## src/core/bstap_pkg.sv

```systemverilog
// Shared constants and types of the boundary-scan test port.
package bstap_pkg;
    localparam int IR_W = 3;
    localparam int ID_W = 32;
    localparam int BSR_W = 109;
    localparam int OE_CELL = 108;
    localparam int RESET_TMS_EDGES = 5;
    localparam logic [2:0] IR_EXTEST = 3'h0;
    localparam logic [2:0] IR_IDCODE = 3'h1;
    localparam logic [2:0] IR_SAMPLEZ = 3'h2;
    localparam logic [2:0] IR_SAMPLE = 3'h4;
    localparam logic [2:0] IR_BYPASS = 3'h7;
    localparam logic [1:0] IR_CAPTURE = 2'h1;
    // Arbitrary identification word, not tied to any maker.
    localparam logic [31:0] ID_WORD = 32'h1234_5679;
    localparam int BUF_DEPTH = 2;
    typedef enum logic [3:0] {
        TlReset, RunIdle, SelDr, CapDr, ShDr, Ex1Dr, PauDr, Ex2Dr, UpdDr,
        SelIr, CapIr, ShIr, Ex1Ir, PauIr, Ex2Ir, UpdIr
    } bstap_state_e;
endpackage : bstap_pkg

```

## src/core/bstap_top.sv

```systemverilog
// Boundary-scan test access port sampled on the system clock.
// How it works
// RQ1: Power-up leaves the port in test reset without touching memory pins.
// RQ2: Mode select and serial data are taken on test-clock rising edges.
// RQ3: Serial data output changes only on test-clock falling edges.
// RQ4: Mode select steers the controller at each rising edge.
// RQ5: Undriven mode select and data inputs read as logic high.
// RQ6: Serial input enters the MSB of the selected register.
// RQ7: Serial output shows the LSB; data shifts toward LSB.
// RQ8: Output driver enabled only in shift states, otherwise floated.
// RQ9: Five rising edges with mode select high reach test reset.
// RQ10: Test reset never alters memory function, allowed at any time.
// RQ11: Power-up resets the controller so serial output starts floated.
// RQ12: Exactly one register sits in the serial path, chosen by instruction.
// RQ13: Instruction register is three bits, loaded serially.
// RQ14: Instruction is identification after power-up and test reset.
// RQ15: Instruction capture loads 01 into the two low bits.
// RQ16: One-bit bypass register, cleared when bypass executes.
// RQ17: Scan chain has a cell per pin plus reserved cells.
// RQ18: Data capture samples pin ring; data shift puts chain in path.
// RQ19: Pin capture happens under extest, sample and sample-float.
// RQ20: Each scan cell maps to exactly one package ball.
// RQ21: Identification instruction captures and shifts a 32-bit word.
// RQ22: New instruction takes effect only at instruction update.
// RQ23: Sample-float holds output bus floated until next update.
// RQ24: Cell 108 enables outputs under extest; preset high at reset.
// RQ25: Standard sixteen-state controller driven by mode select.
// RQ26: Unknown instruction codes select the bypass path.
`timescale 1ns/1ps
module bstap_top (
    input wire logic clk,
    input wire logic rst_n,
    input wire logic tck,
    input wire logic tms,
    input wire logic tmsDrive,
    input wire logic tdi,
    input wire logic tdiDrive,
    input wire logic [108:0] pinRing,
    input wire logic obsReady,
    output logic tdoOut,
    output logic tdoOe,
    output logic [108:0] pinDrive,
    output logic extestActive,
    output logic outBusEnable,
    output logic obsValid,
    output logic obsBit,
    output logic tdiReady
);
    logic rstMeta;
    logic rstSync;
    logic [2:0] tckS;
    logic [2:0] tmsS;
    logic [2:0] tdiS;
    logic tckLvl_q;
    logic tmsLvl_q;
    logic tdiLvl_q;
    logic [2:0] ir_q;
    logic [2:0] irShift_q;
    logic bypass_q;
    logic [31:0] idShift_q;
    logic [108:0] bsr_q;
    logic [108:0] preload_q;
    logic tdo_q;
    logic tdoOe_q;
    logic floatZ_q;
    logic [3:0] bufData_q;
    logic [1:0] bufValid_q;
    bstap_pkg::bstap_state_e state_q;
    bstap_pkg::bstap_state_e state_d;

    // The first stage of each synchroniser feeds only the second.
    always_ff @(posedge clk or negedge rst_n) begin
        if (!rst_n) begin
            rstMeta <= 1'b0;
            rstSync <= 1'b0;
        end else begin
            rstMeta <= 1'b1;
            rstSync <= rstMeta;
        end
    end

    // RQ5 pull-up view
    wire tmsPin = tmsDrive ? tms : 1'b1;
    wire tdiPin = tdiDrive ? tdi : 1'b1;

    always_ff @(posedge clk or negedge rstSync) begin
        if (!rstSync) begin
            tckS <= 3'h0;
            tmsS <= 3'h7;
            tdiS <= 3'h7;
        end else begin
            tckS <= {tckS[1:0], tck};
            tmsS <= {tmsS[1:0], tmsPin};
            tdiS <= {tdiS[1:0], tdiPin};
        end
    end

    // A level moves only once the second and third stages agree.
    always_ff @(posedge clk or negedge rstSync) begin
        if (!rstSync) begin
            tckLvl_q <= 1'b0;
            tmsLvl_q <= 1'b1;
            tdiLvl_q <= 1'b1;
        end else begin
            if (tckS[1] == tckS[2]) tckLvl_q <= tckS[2];
            if (tmsS[1] == tmsS[2]) tmsLvl_q <= tmsS[2];
            if (tdiS[1] == tdiS[2]) tdiLvl_q <= tdiS[2];
        end
    end

    // RQ2 rising edge sample
    wire tckRise = (tckS[1] == tckS[2]) && tckS[2] && !tckLvl_q;
    // RQ3 falling edge drive
    wire tckFall = (tckS[1] == tckS[2]) && !tckS[2] && tckLvl_q;

    // Each edge's mode and data pair waits here until the observer is
    // ready, so a stall of up to two edges loses nothing; a third edge
    // during a stall is dropped, so the tester must watch tdiReady.
    // Steps are kept a cycle apart so that every step pulse stays single.
    wire shiftTake = bufValid_q[0] && obsReady && !obsValid;
    wire bufPush = tckRise && !bufValid_q[1];
    wire bufPop = shiftTake;
    wire [1:0] edgePair = {tmsLvl_q, tdiLvl_q};

    always_ff @(posedge clk or negedge rstSync) begin
        if (!rstSync) begin
            bufData_q <= 4'h0;
            bufValid_q <= 2'h0;
        end else begin
            case ({bufPush, bufPop})
                2'b10: begin
                    if (bufValid_q[0]) begin
                        bufData_q[3:2] <= edgePair;
                        bufValid_q[1] <= 1'b1;
                    end else begin
                        bufData_q[1:0] <= edgePair;
                        bufValid_q[0] <= 1'b1;
                    end
                end
                2'b01: begin
                    bufData_q <= {2'h0, bufData_q[3:2]};
                    bufValid_q <= {1'b0, bufValid_q[1]};
                end
                2'b11: begin
                    if (bufValid_q[1]) begin
                        bufData_q <= {edgePair, bufData_q[3:2]};
                    end else begin
                        bufData_q[1:0] <= edgePair;
                    end
                end
                default: begin
                    bufData_q <= bufData_q;
                end
            endcase
        end
    end

    // The head entry carries the mode and data bits of the oldest edge.
    wire stepTms = bufData_q[1];
    wire stepTdi = bufData_q[0];
    wire step = shiftTake;

    // RQ4 mode select steers
    // RQ25 sixteen states
    // RQ9 five-high reset
    always_comb begin
        state_d = state_q;
        case (state_q)
            bstap_pkg::TlReset: state_d = stepTms ? bstap_pkg::TlReset
                                                  : bstap_pkg::RunIdle;
            bstap_pkg::RunIdle: state_d = stepTms ? bstap_pkg::SelDr
                                                  : bstap_pkg::RunIdle;
            bstap_pkg::SelDr: state_d = stepTms ? bstap_pkg::SelIr
                                                : bstap_pkg::CapDr;
            bstap_pkg::CapDr: state_d = stepTms ? bstap_pkg::Ex1Dr
                                                : bstap_pkg::ShDr;
            bstap_pkg::ShDr: state_d = stepTms ? bstap_pkg::Ex1Dr
                                               : bstap_pkg::ShDr;
            bstap_pkg::Ex1Dr: state_d = stepTms ? bstap_pkg::UpdDr
                                                : bstap_pkg::PauDr;
            bstap_pkg::PauDr: state_d = stepTms ? bstap_pkg::Ex2Dr
                                                : bstap_pkg::PauDr;
            bstap_pkg::Ex2Dr: state_d = stepTms ? bstap_pkg::UpdDr
                                                : bstap_pkg::ShDr;
            bstap_pkg::UpdDr: state_d = stepTms ? bstap_pkg::SelDr
                                                : bstap_pkg::RunIdle;
            bstap_pkg::SelIr: state_d = stepTms ? bstap_pkg::TlReset
                                                : bstap_pkg::CapIr;
            bstap_pkg::CapIr: state_d = stepTms ? bstap_pkg::Ex1Ir
                                                : bstap_pkg::ShIr;
            bstap_pkg::ShIr: state_d = stepTms ? bstap_pkg::Ex1Ir
                                               : bstap_pkg::ShIr;
            bstap_pkg::Ex1Ir: state_d = stepTms ? bstap_pkg::UpdIr
                                                : bstap_pkg::PauIr;
            bstap_pkg::PauIr: state_d = stepTms ? bstap_pkg::Ex2Ir
                                                : bstap_pkg::PauIr;
            bstap_pkg::Ex2Ir: state_d = stepTms ? bstap_pkg::UpdIr
                                                : bstap_pkg::ShIr;
            bstap_pkg::UpdIr: state_d = stepTms ? bstap_pkg::SelDr
                                                : bstap_pkg::RunIdle;
            default: state_d = bstap_pkg::TlReset;
        endcase
    end

    // RQ12 one selected register
    // RQ26 unknown codes bypass
    wire selBsr = (ir_q == bstap_pkg::IR_EXTEST)
        || (ir_q == bstap_pkg::IR_SAMPLE) || (ir_q == bstap_pkg::IR_SAMPLEZ);
    wire selId = (ir_q == bstap_pkg::IR_IDCODE);
    wire enterTlr = step && (state_d == bstap_pkg::TlReset);
    wire dataLsb = selBsr ? bsr_q[0] : (selId ? idShift_q[0] : bypass_q);
    wire tdoNext = (state_q == bstap_pkg::ShIr) ? irShift_q[0] : dataLsb;
    // RQ8 drive only while shifting
    wire shiftNow = (state_q == bstap_pkg::ShIr)
        || (state_q == bstap_pkg::ShDr);

    // RQ1 power-up reset
    // RQ11 starts in test reset
    // RQ10 memory unaffected
    always_ff @(posedge clk or negedge rstSync) begin
        if (!rstSync) begin
            state_q <= bstap_pkg::TlReset;
        end else if (step) begin
            state_q <= state_d;
        end
    end

    // RQ13 three-bit shift
    // RQ14 identification default
    // RQ15 capture loads 01
    // RQ22 update applies instruction
    always_ff @(posedge clk or negedge rstSync) begin
        if (!rstSync) begin
            ir_q <= bstap_pkg::IR_IDCODE;
            irShift_q <= bstap_pkg::IR_IDCODE;
        end else if (enterTlr) begin
            ir_q <= bstap_pkg::IR_IDCODE;
        end else if (step) begin
            case (state_q)
                bstap_pkg::CapIr: irShift_q <= {1'b0, bstap_pkg::IR_CAPTURE};
                bstap_pkg::ShIr: irShift_q <= {stepTdi, irShift_q[2:1]};
                bstap_pkg::UpdIr: ir_q <= irShift_q;
                default: irShift_q <= irShift_q;
            endcase
        end
    end

    // RQ6 enter at MSB
    // RQ7 shift toward LSB
    // RQ16 bypass cleared on capture
    // RQ18 capture then shift
    // RQ19 capture under three codes
    // RQ21 identification word
    // RQ17 full pin ring
    // RQ20 one cell per ball
    always_ff @(posedge clk or negedge rstSync) begin
        if (!rstSync) begin
            bypass_q <= 1'b0;
            idShift_q <= 32'h0;
            bsr_q <= 109'h0;
        end else if (step && state_q == bstap_pkg::CapDr) begin
            bypass_q <= 1'b0;
            if (selId) idShift_q <= bstap_pkg::ID_WORD;
            if (selBsr) bsr_q <= pinRing;
        end else if (step && state_q == bstap_pkg::ShDr) begin
            if (selBsr) bsr_q <= {stepTdi, bsr_q[108:1]};
            else if (selId) idShift_q <= {stepTdi, idShift_q[31:1]};
            else bypass_q <= stepTdi;
        end
    end

    // RQ24 output enable cell
    always_ff @(posedge clk or negedge rstSync) begin
        if (!rstSync) begin
            preload_q <= {1'b1, 108'h0};
        end else if (enterTlr) begin
            preload_q[bstap_pkg::OE_CELL] <= 1'b1;
        end else if (step && state_q == bstap_pkg::UpdDr && selBsr) begin
            preload_q <= bsr_q;
        end
    end

    // RQ23 float until next update
    always_ff @(posedge clk or negedge rstSync) begin
        if (!rstSync) begin
            floatZ_q <= 1'b0;
        end else if (enterTlr) begin
            floatZ_q <= 1'b0;
        end else if (step && state_q == bstap_pkg::UpdIr) begin
            floatZ_q <= (irShift_q == bstap_pkg::IR_SAMPLEZ);
        end
    end

    // RQ3 falling edge output
    always_ff @(posedge clk or negedge rstSync) begin
        if (!rstSync) begin
            tdo_q <= 1'b0;
            tdoOe_q <= 1'b0;
        end else if (tckFall) begin
            tdo_q <= tdoNext;
            tdoOe_q <= shiftNow;
        end
    end

    always_ff @(posedge clk or negedge rstSync) begin
        if (!rstSync) begin
            tdoOut <= 1'b0;
            tdoOe <= 1'b0;
            pinDrive <= {1'b1, 108'h0};
            extestActive <= 1'b0;
            outBusEnable <= 1'b1;
            obsValid <= 1'b0;
            obsBit <= 1'b0;
            tdiReady <= 1'b1;
        end else begin
            tdoOut <= tdo_q;
            tdoOe <= tdoOe_q;
            pinDrive <= preload_q;
            extestActive <= (ir_q == bstap_pkg::IR_EXTEST);
            outBusEnable <= !floatZ_q && ((ir_q != bstap_pkg::IR_EXTEST)
                || preload_q[bstap_pkg::OE_CELL]);
            obsValid <= step;
            obsBit <= stepTms;
            tdiReady <= !bufValid_q[1];
        end
    end
endmodule : bstap_top

```

## config.mk

```make
export PLATFORM = sky130hd
export DESIGN_NAME = bstap_top
export DESIGN_NICKNAME = d
export VERILOG_FILES = /design/src/core/bstap_pkg.sv /design/src/core/bstap_top.sv
export SDC_FILE = /design/constraint.sdc
export NUM_CORES = 1
export LEC_CHECK = 0
export BUFFER_PORTS_ARGS = -buffer_cell sky130_fd_sc_hd__buf_2
export CORE_MARGIN = 1.5
export CORE_UTILIZATION = 63
export CTS_BUF_LIST = sky130_fd_sc_hd__clkbuf_2 sky130_fd_sc_hd__clkbuf_4 sky130_fd_sc_hd__clkbuf_8
export DETAILED_ROUTE_END_ITERATION = 10
export PLACE_DENSITY = 0.87
export SYNTH_ARGS = -nofsm -noshare
export SYNTH_HDL_FRONTEND = slang
export SYNTH_SLANG_ARGS = --single-unit
```

## constraint.sdc

```tcl
create_clock -name clk -period 28.9 [get_ports clk]
set_input_delay 5.78 -clock clk [delete_from_list [all_inputs] [get_ports clk]]
set_output_delay 5.78 -clock clk [all_outputs]
set_load 0.1 [all_outputs]
```

After elaboration in Yosys (flattened, before gate mapping)
Cells that the tools add are included.

Add/sub/neg operators: 0. $mul: 0. Divide/modulo/power cells: 0. Magnitude comparators: 0. Equal/unequal tests: 34. Shift-type cells: 0. Multiplexer cells: 46. Bitwise operators: 1. Reduce and logical (&&, ||, !) cells: 47.

Operators by type and width (number): 109-bit 2-to-1 mux (5); 32-bit 2-to-1 mux (5); 4-bit one-hot mux with 12 select lines (1); 4-bit == test (second input constant) (8); 4-bit by 3-bit == test with 1-bit output (second input constant) (4); 1-bit 2-to-1 mux (16); 4-bit 2-to-1 mux (4); 3-bit 2-to-1 mux (5); 1-bit logical AND (14); 2-bit 2-to-1 mux (7); 2-bit inequality test (second input constant) (7); 2-bit nonzero test (7); 4-bit one-hot mux with 3 select lines (1); 3-bit AND reduction (4); 4-bit by 2-bit == test with 1-bit output (second input constant) (2); 4-bit zero test (2); 2-bit AND reduction (4); 3-bit by 2-bit == test with 1-bit output (second input constant) (2); 3-bit one-hot mux with 2 select lines (1); 3-bit nonzero test (2); 1-bit zero test (5); 2-bit == test (second input constant) (2); 4-bit by 1-bit == test with 1-bit output (second input constant) (1); 1-bit logical OR (4); other kinds (11) (15).

Flip-flop bits (word level): 400. Latch bits: 0. Memory bits (writable): 0. Memory bits (read-only): 0. Output and inout bits: 116. Word-level logic and storage cells: 159. Memories: 0.

Logic depth before layout (Yosys ltp)
Word-level depth: 7. Mapped depth: 10. Mapped depth without buffers: 8.

Least setup slack after synthesis
No wires, ideal clock.

Kind: in2reg. Start point: input port obsReady. End point: register bufData_q[2]. Arrival time: 7.068 ns. Required time: 28.779 ns. Setup slack: 21.711 ns. Stages on the path: 7. Buffers on the path: 1. Path through: nand3b_1 > clkbuf_1 > ha_1 > mux2_2 > nand2_1 > nor2_1 > a22o_1.

Word-level cells in the longest chain between the ends: 5.

Ends and longest elaborated chain: start: declaration (RTL line bstap_top.sv:39) `input wire logic obsReady,`; 1-bit logical AND * (2 in a row) (RTL line bstap_top.sv:120) `wire shiftTake = bufValid_q[0] && obsReady && !obsValid;`; 2-bit == test / 2-bit by 1-bit == test with 1-bit output (equally long branches) (RTL line bstap_top.sv:130) `case ({bufPush, bufPop})`; 2-bit inequality test (no line) / 3-bit nonzero test (equally long branches); 3-bit AND reduction (no line); end signal: assignment (RTL line bstap_top.sv:133) `bufData_q[3:2] <= edgePair;`; end signal: assignment (RTL line bstap_top.sv:141) `bufData_q <= {2'h0, bufData_q[3:2]};`; end signal: assignment (RTL line bstap_top.sv:146) `bufData_q <= {edgePair, bufData_q[3:2]};`; end: declaration (RTL line bstap_top.sv:66) `logic [3:0] bufData_q;`.

Mark *: on every way between the ends. The rest lies on a longest branch, timed or not. A chain may end at the register's enable or synchronous reset.

Worst setup path in the final report
Start point: input port obsReady. End point: register bsr_q[58].

Word-level cells in the longest chain between the ends: 5.

Ends and longest elaborated chain: 1-bit logical AND * (2 in a row) (RTL line bstap_top.sv:120); 1-bit logical AND, on equally long branches (RTL line bstap_top.sv:265, bstap_top.sv:261); 2-bit inequality test (no line) / 2-bit nonzero test (equally long branches); 3-bit AND reduction (no line); end signal: assignment (RTL line bstap_top.sv:264) `if (selBsr) bsr_q <= pinRing;`; end signal: assignment (RTL line bstap_top.sv:266) `if (selBsr) bsr_q <= {stepTdi, bsr_q[108:1]};`; end: declaration (RTL line bstap_top.sv:61) `logic [108:0] bsr_q;`.

Marks and branches as above.

==> run summary <==
Status -> finished clean
Post-synth EDFFs -> 0
Worst reg-to-reg path cell count -> 5
Area leader, netlist -> dfrtp_1
P_leak -> 8.68 nW
Pwr/cell area -> 72.4 nW/µm²
R2r setup slk -> 25280 ps
CTS sink count -> 400
# Post-CTS Setup Buffers -> 0
Area Growth Syn to Fin -> 17.0%
Clock buffer depth -> 3
Layout cell share with drive strength beyond 1 -> 33.9%
Share of the synthesized area in the top cell type -> 64.5%
R2R Path End -> bsr_q[58]
Antenna-violating nets left -> 0
# IOs -> 233
Largest net degree at the start of global routing -> 197
Uppermost layer routed -> met4
Clock root cell -> clkbuf_8
Post-Synthesis Cell Area -> 15000 µm²
Design area -> 17500 µm²
Slew HR -> 26.0%
Synthesized flop and latch total -> 400
Hold buffers post-CTS -> 0
Via density -> 5.37
Clock Latency Late Sink -> 600 ps
Slew Viols, Final -> 0
Actual slew at the worst max-slew pin -> 1110 ps
Post-cts repair resize count -> 0
DP Wirelength -> 17.8 mm
FF-to-FF Start -> state_q[0]
Setup TNS -> 0 ps
Critical path peak fanout -> 68
Die width -> 157 µm
Initial antenna violation count -> 3
Drt total wl -> 28.9 mm
Synth warn -> 0
Kind of critical path -> input pin to flip-flop
Clock transition at the registers of the reported paths -> 60 ps
Setup Skew -> 29.9 ps
Met2 WL -> 14.7 mm
Final GP Congestion -> 0.785
CORE AREA -> 23400 µm²
Maxcap violations -> 0
Crit share post-route -> 28.1%
DRT met1 WL -> 12.2 mm
Final hold violation count -> 0
WL met3 -> 1.36 mm
VDD IR-drop max -> 0.0691 mV
Nets -> 1498
Crit. End Element -> flip-flop
CTS tree -> yes
CTS buffer count -> 60
Initial Util -> 64.0%
Synth top area cells -> dfrtp_1 64%, mux2_2 8.2%, mux2i_1 7.4%
Wire per inst -> 16.6 µm
Cells after Synth -> 1139
Initial DRC count -> 541
Vias -> 9365
Ys flop type -> dfrtp_1
Chip height -> 157 µm
Register area share after synthesis -> 67.0%
DIE AREA -> 24700 µm²
GRT overflow -> 0
Worst endpoint required time -> 29310 ps
Vias in the first global route -> 9563
RSZ-0062 raised after global routing -> no
Post-synth cell types -> 54
DRC -> 0
Finished Core Util -> 74.9%
Final Setup Violations -> 0
Syn nets -> 1262
Port buffer count -> 232
Fraction of registers with async set/reset -> 100%
First-pass GRT wire length -> 46.8 mm
CP startpoint kind -> input pin
All-layer global routing usage -> 23.8%
Period minus WS final -> 8110 ps
CTS H-tree depth -> 2
Average cell area after synthesis -> 13.1 µm²
Drt first pass iters -> 5
# rows -> 56
Placement Cell Area -> 16200 µm²
Fmax -> 123 MHz
Worst path arrival time -> 8510 ps
Worst hold path type -> flip-flop to async pin
==> stage by stage <==
stage	power (W)	hold WS, ps	instances	setup WS (ps)
floorplan	0.000759	331	1139	16950
global placement	0.000789	329	1631	20370
global route	0.00132	358	1742	20660
CTS	0.00128	341	1739	20850
finish	0.00127	325	1743	20790
detailed placement	0.000797	338	1631	20250
==> critical path: stages <==
cell and delay (ps):
buf_2 120, and4bb_4 310, and2_4 830, buf_4 940
mux2i_1 310, o21ai_1 110
==> cells in the mapped netlist (all sizes together), types with 4 or more instances <==
library cell / instances
nor2: 32
mux2: 109
nand2b: 4
nand2: 181
clkbuf: 21
mux2i: 111
buf: 46
a21oi: 16
o211ai: 4
dfstp: 14
inv: 11
ha: 6
dfrtp: 386
o21ai: 150
==> layer usage <==
layer	GRT usage, %	vias up
met5	0	-
met2	40.6	235
met4	8.40	0
met3	4.82	54
met1	30.5	4689
li1	-	4387
==> cell families (layout without fill, tap and decap cells) <==
family	Yosys count	in the layout	share of synthesized area (%)
multiplexers	220	220	15.6
AO/OA/AOI/OAI	194	194	7.19
AND/OR/NAND/NOR	237	237	6.48
flip-flops	400	400	67.0
buffers and inverters	79	361	3.11
other	1	4	0.0250
adder cells (fa/ha/maj)	8	8	0.635
==> sequential cells by signal, summed over array words and instances (netlist names), 4 cells and up <==
register / cells
bsr_q: 109
pinDrive: 109
preload_q: 109
idShift_q: 32
bufData_q: 4
state_q: 4
==> cells in the final DEF, fill, tap and decap left out, types with 6 or more instances in the layout <==
cell	netlist	routed
buf_2	26	232
buf_4	11	7
dfstp_2	14	14
ha_1	6	6
mux2_2	109	109
clkinv_2	0	13
o21ai_0	94	94
nand2_1	181	181
nor2_1	32	32
mux2i_1	111	111
dfrtp_1	386	385
a21oi_1	16	16
o21ai_1	56	56
clkbuf_8	0	72
clkbuf_4	0	17
inv_1	10	10
==> power breakdown <==
part	switching (W)	internal (W)	leakage [nW]	total [W]
sequential	0.0000341	0.000595	5.49	0.000630
combinational	0.000109	0.0000511	2.50	0.000160
clock	0.000212	0.000267	0.686	0.000478
==> worst max-delay path by stage <==
stage / start / to / slack [ps] / depth (start not counted)
final: obsReady / bsr_q[58] / 20790 / 6
after global placement: obsReady / bsr_q[49] / 20370 / 6
after floorplan: rstSync / bsr_q[0] / 16950 / 0
after detailed placement: obsReady / bsr_q[5] / 20250 / 6
after global routing: obsReady / bsr_q[58] / 20660 / 6
after CTS: obsReady / bsr_q[58] / 20850 / 6
==> cell type report <==
class	count	area, µm²
Antenna cell	3	7.51
Clock buffer	89	1120
Inverter	12	45.0
Multi-Input combinational cell	660	4510
Clock inverter	19	160
Timing Repair Buffer	241	1250
Fill cell	1485	5880
Tap cell	319	399
Sequential cell	400	10000
No activity file was read; power rests on OpenSTA's default activity.
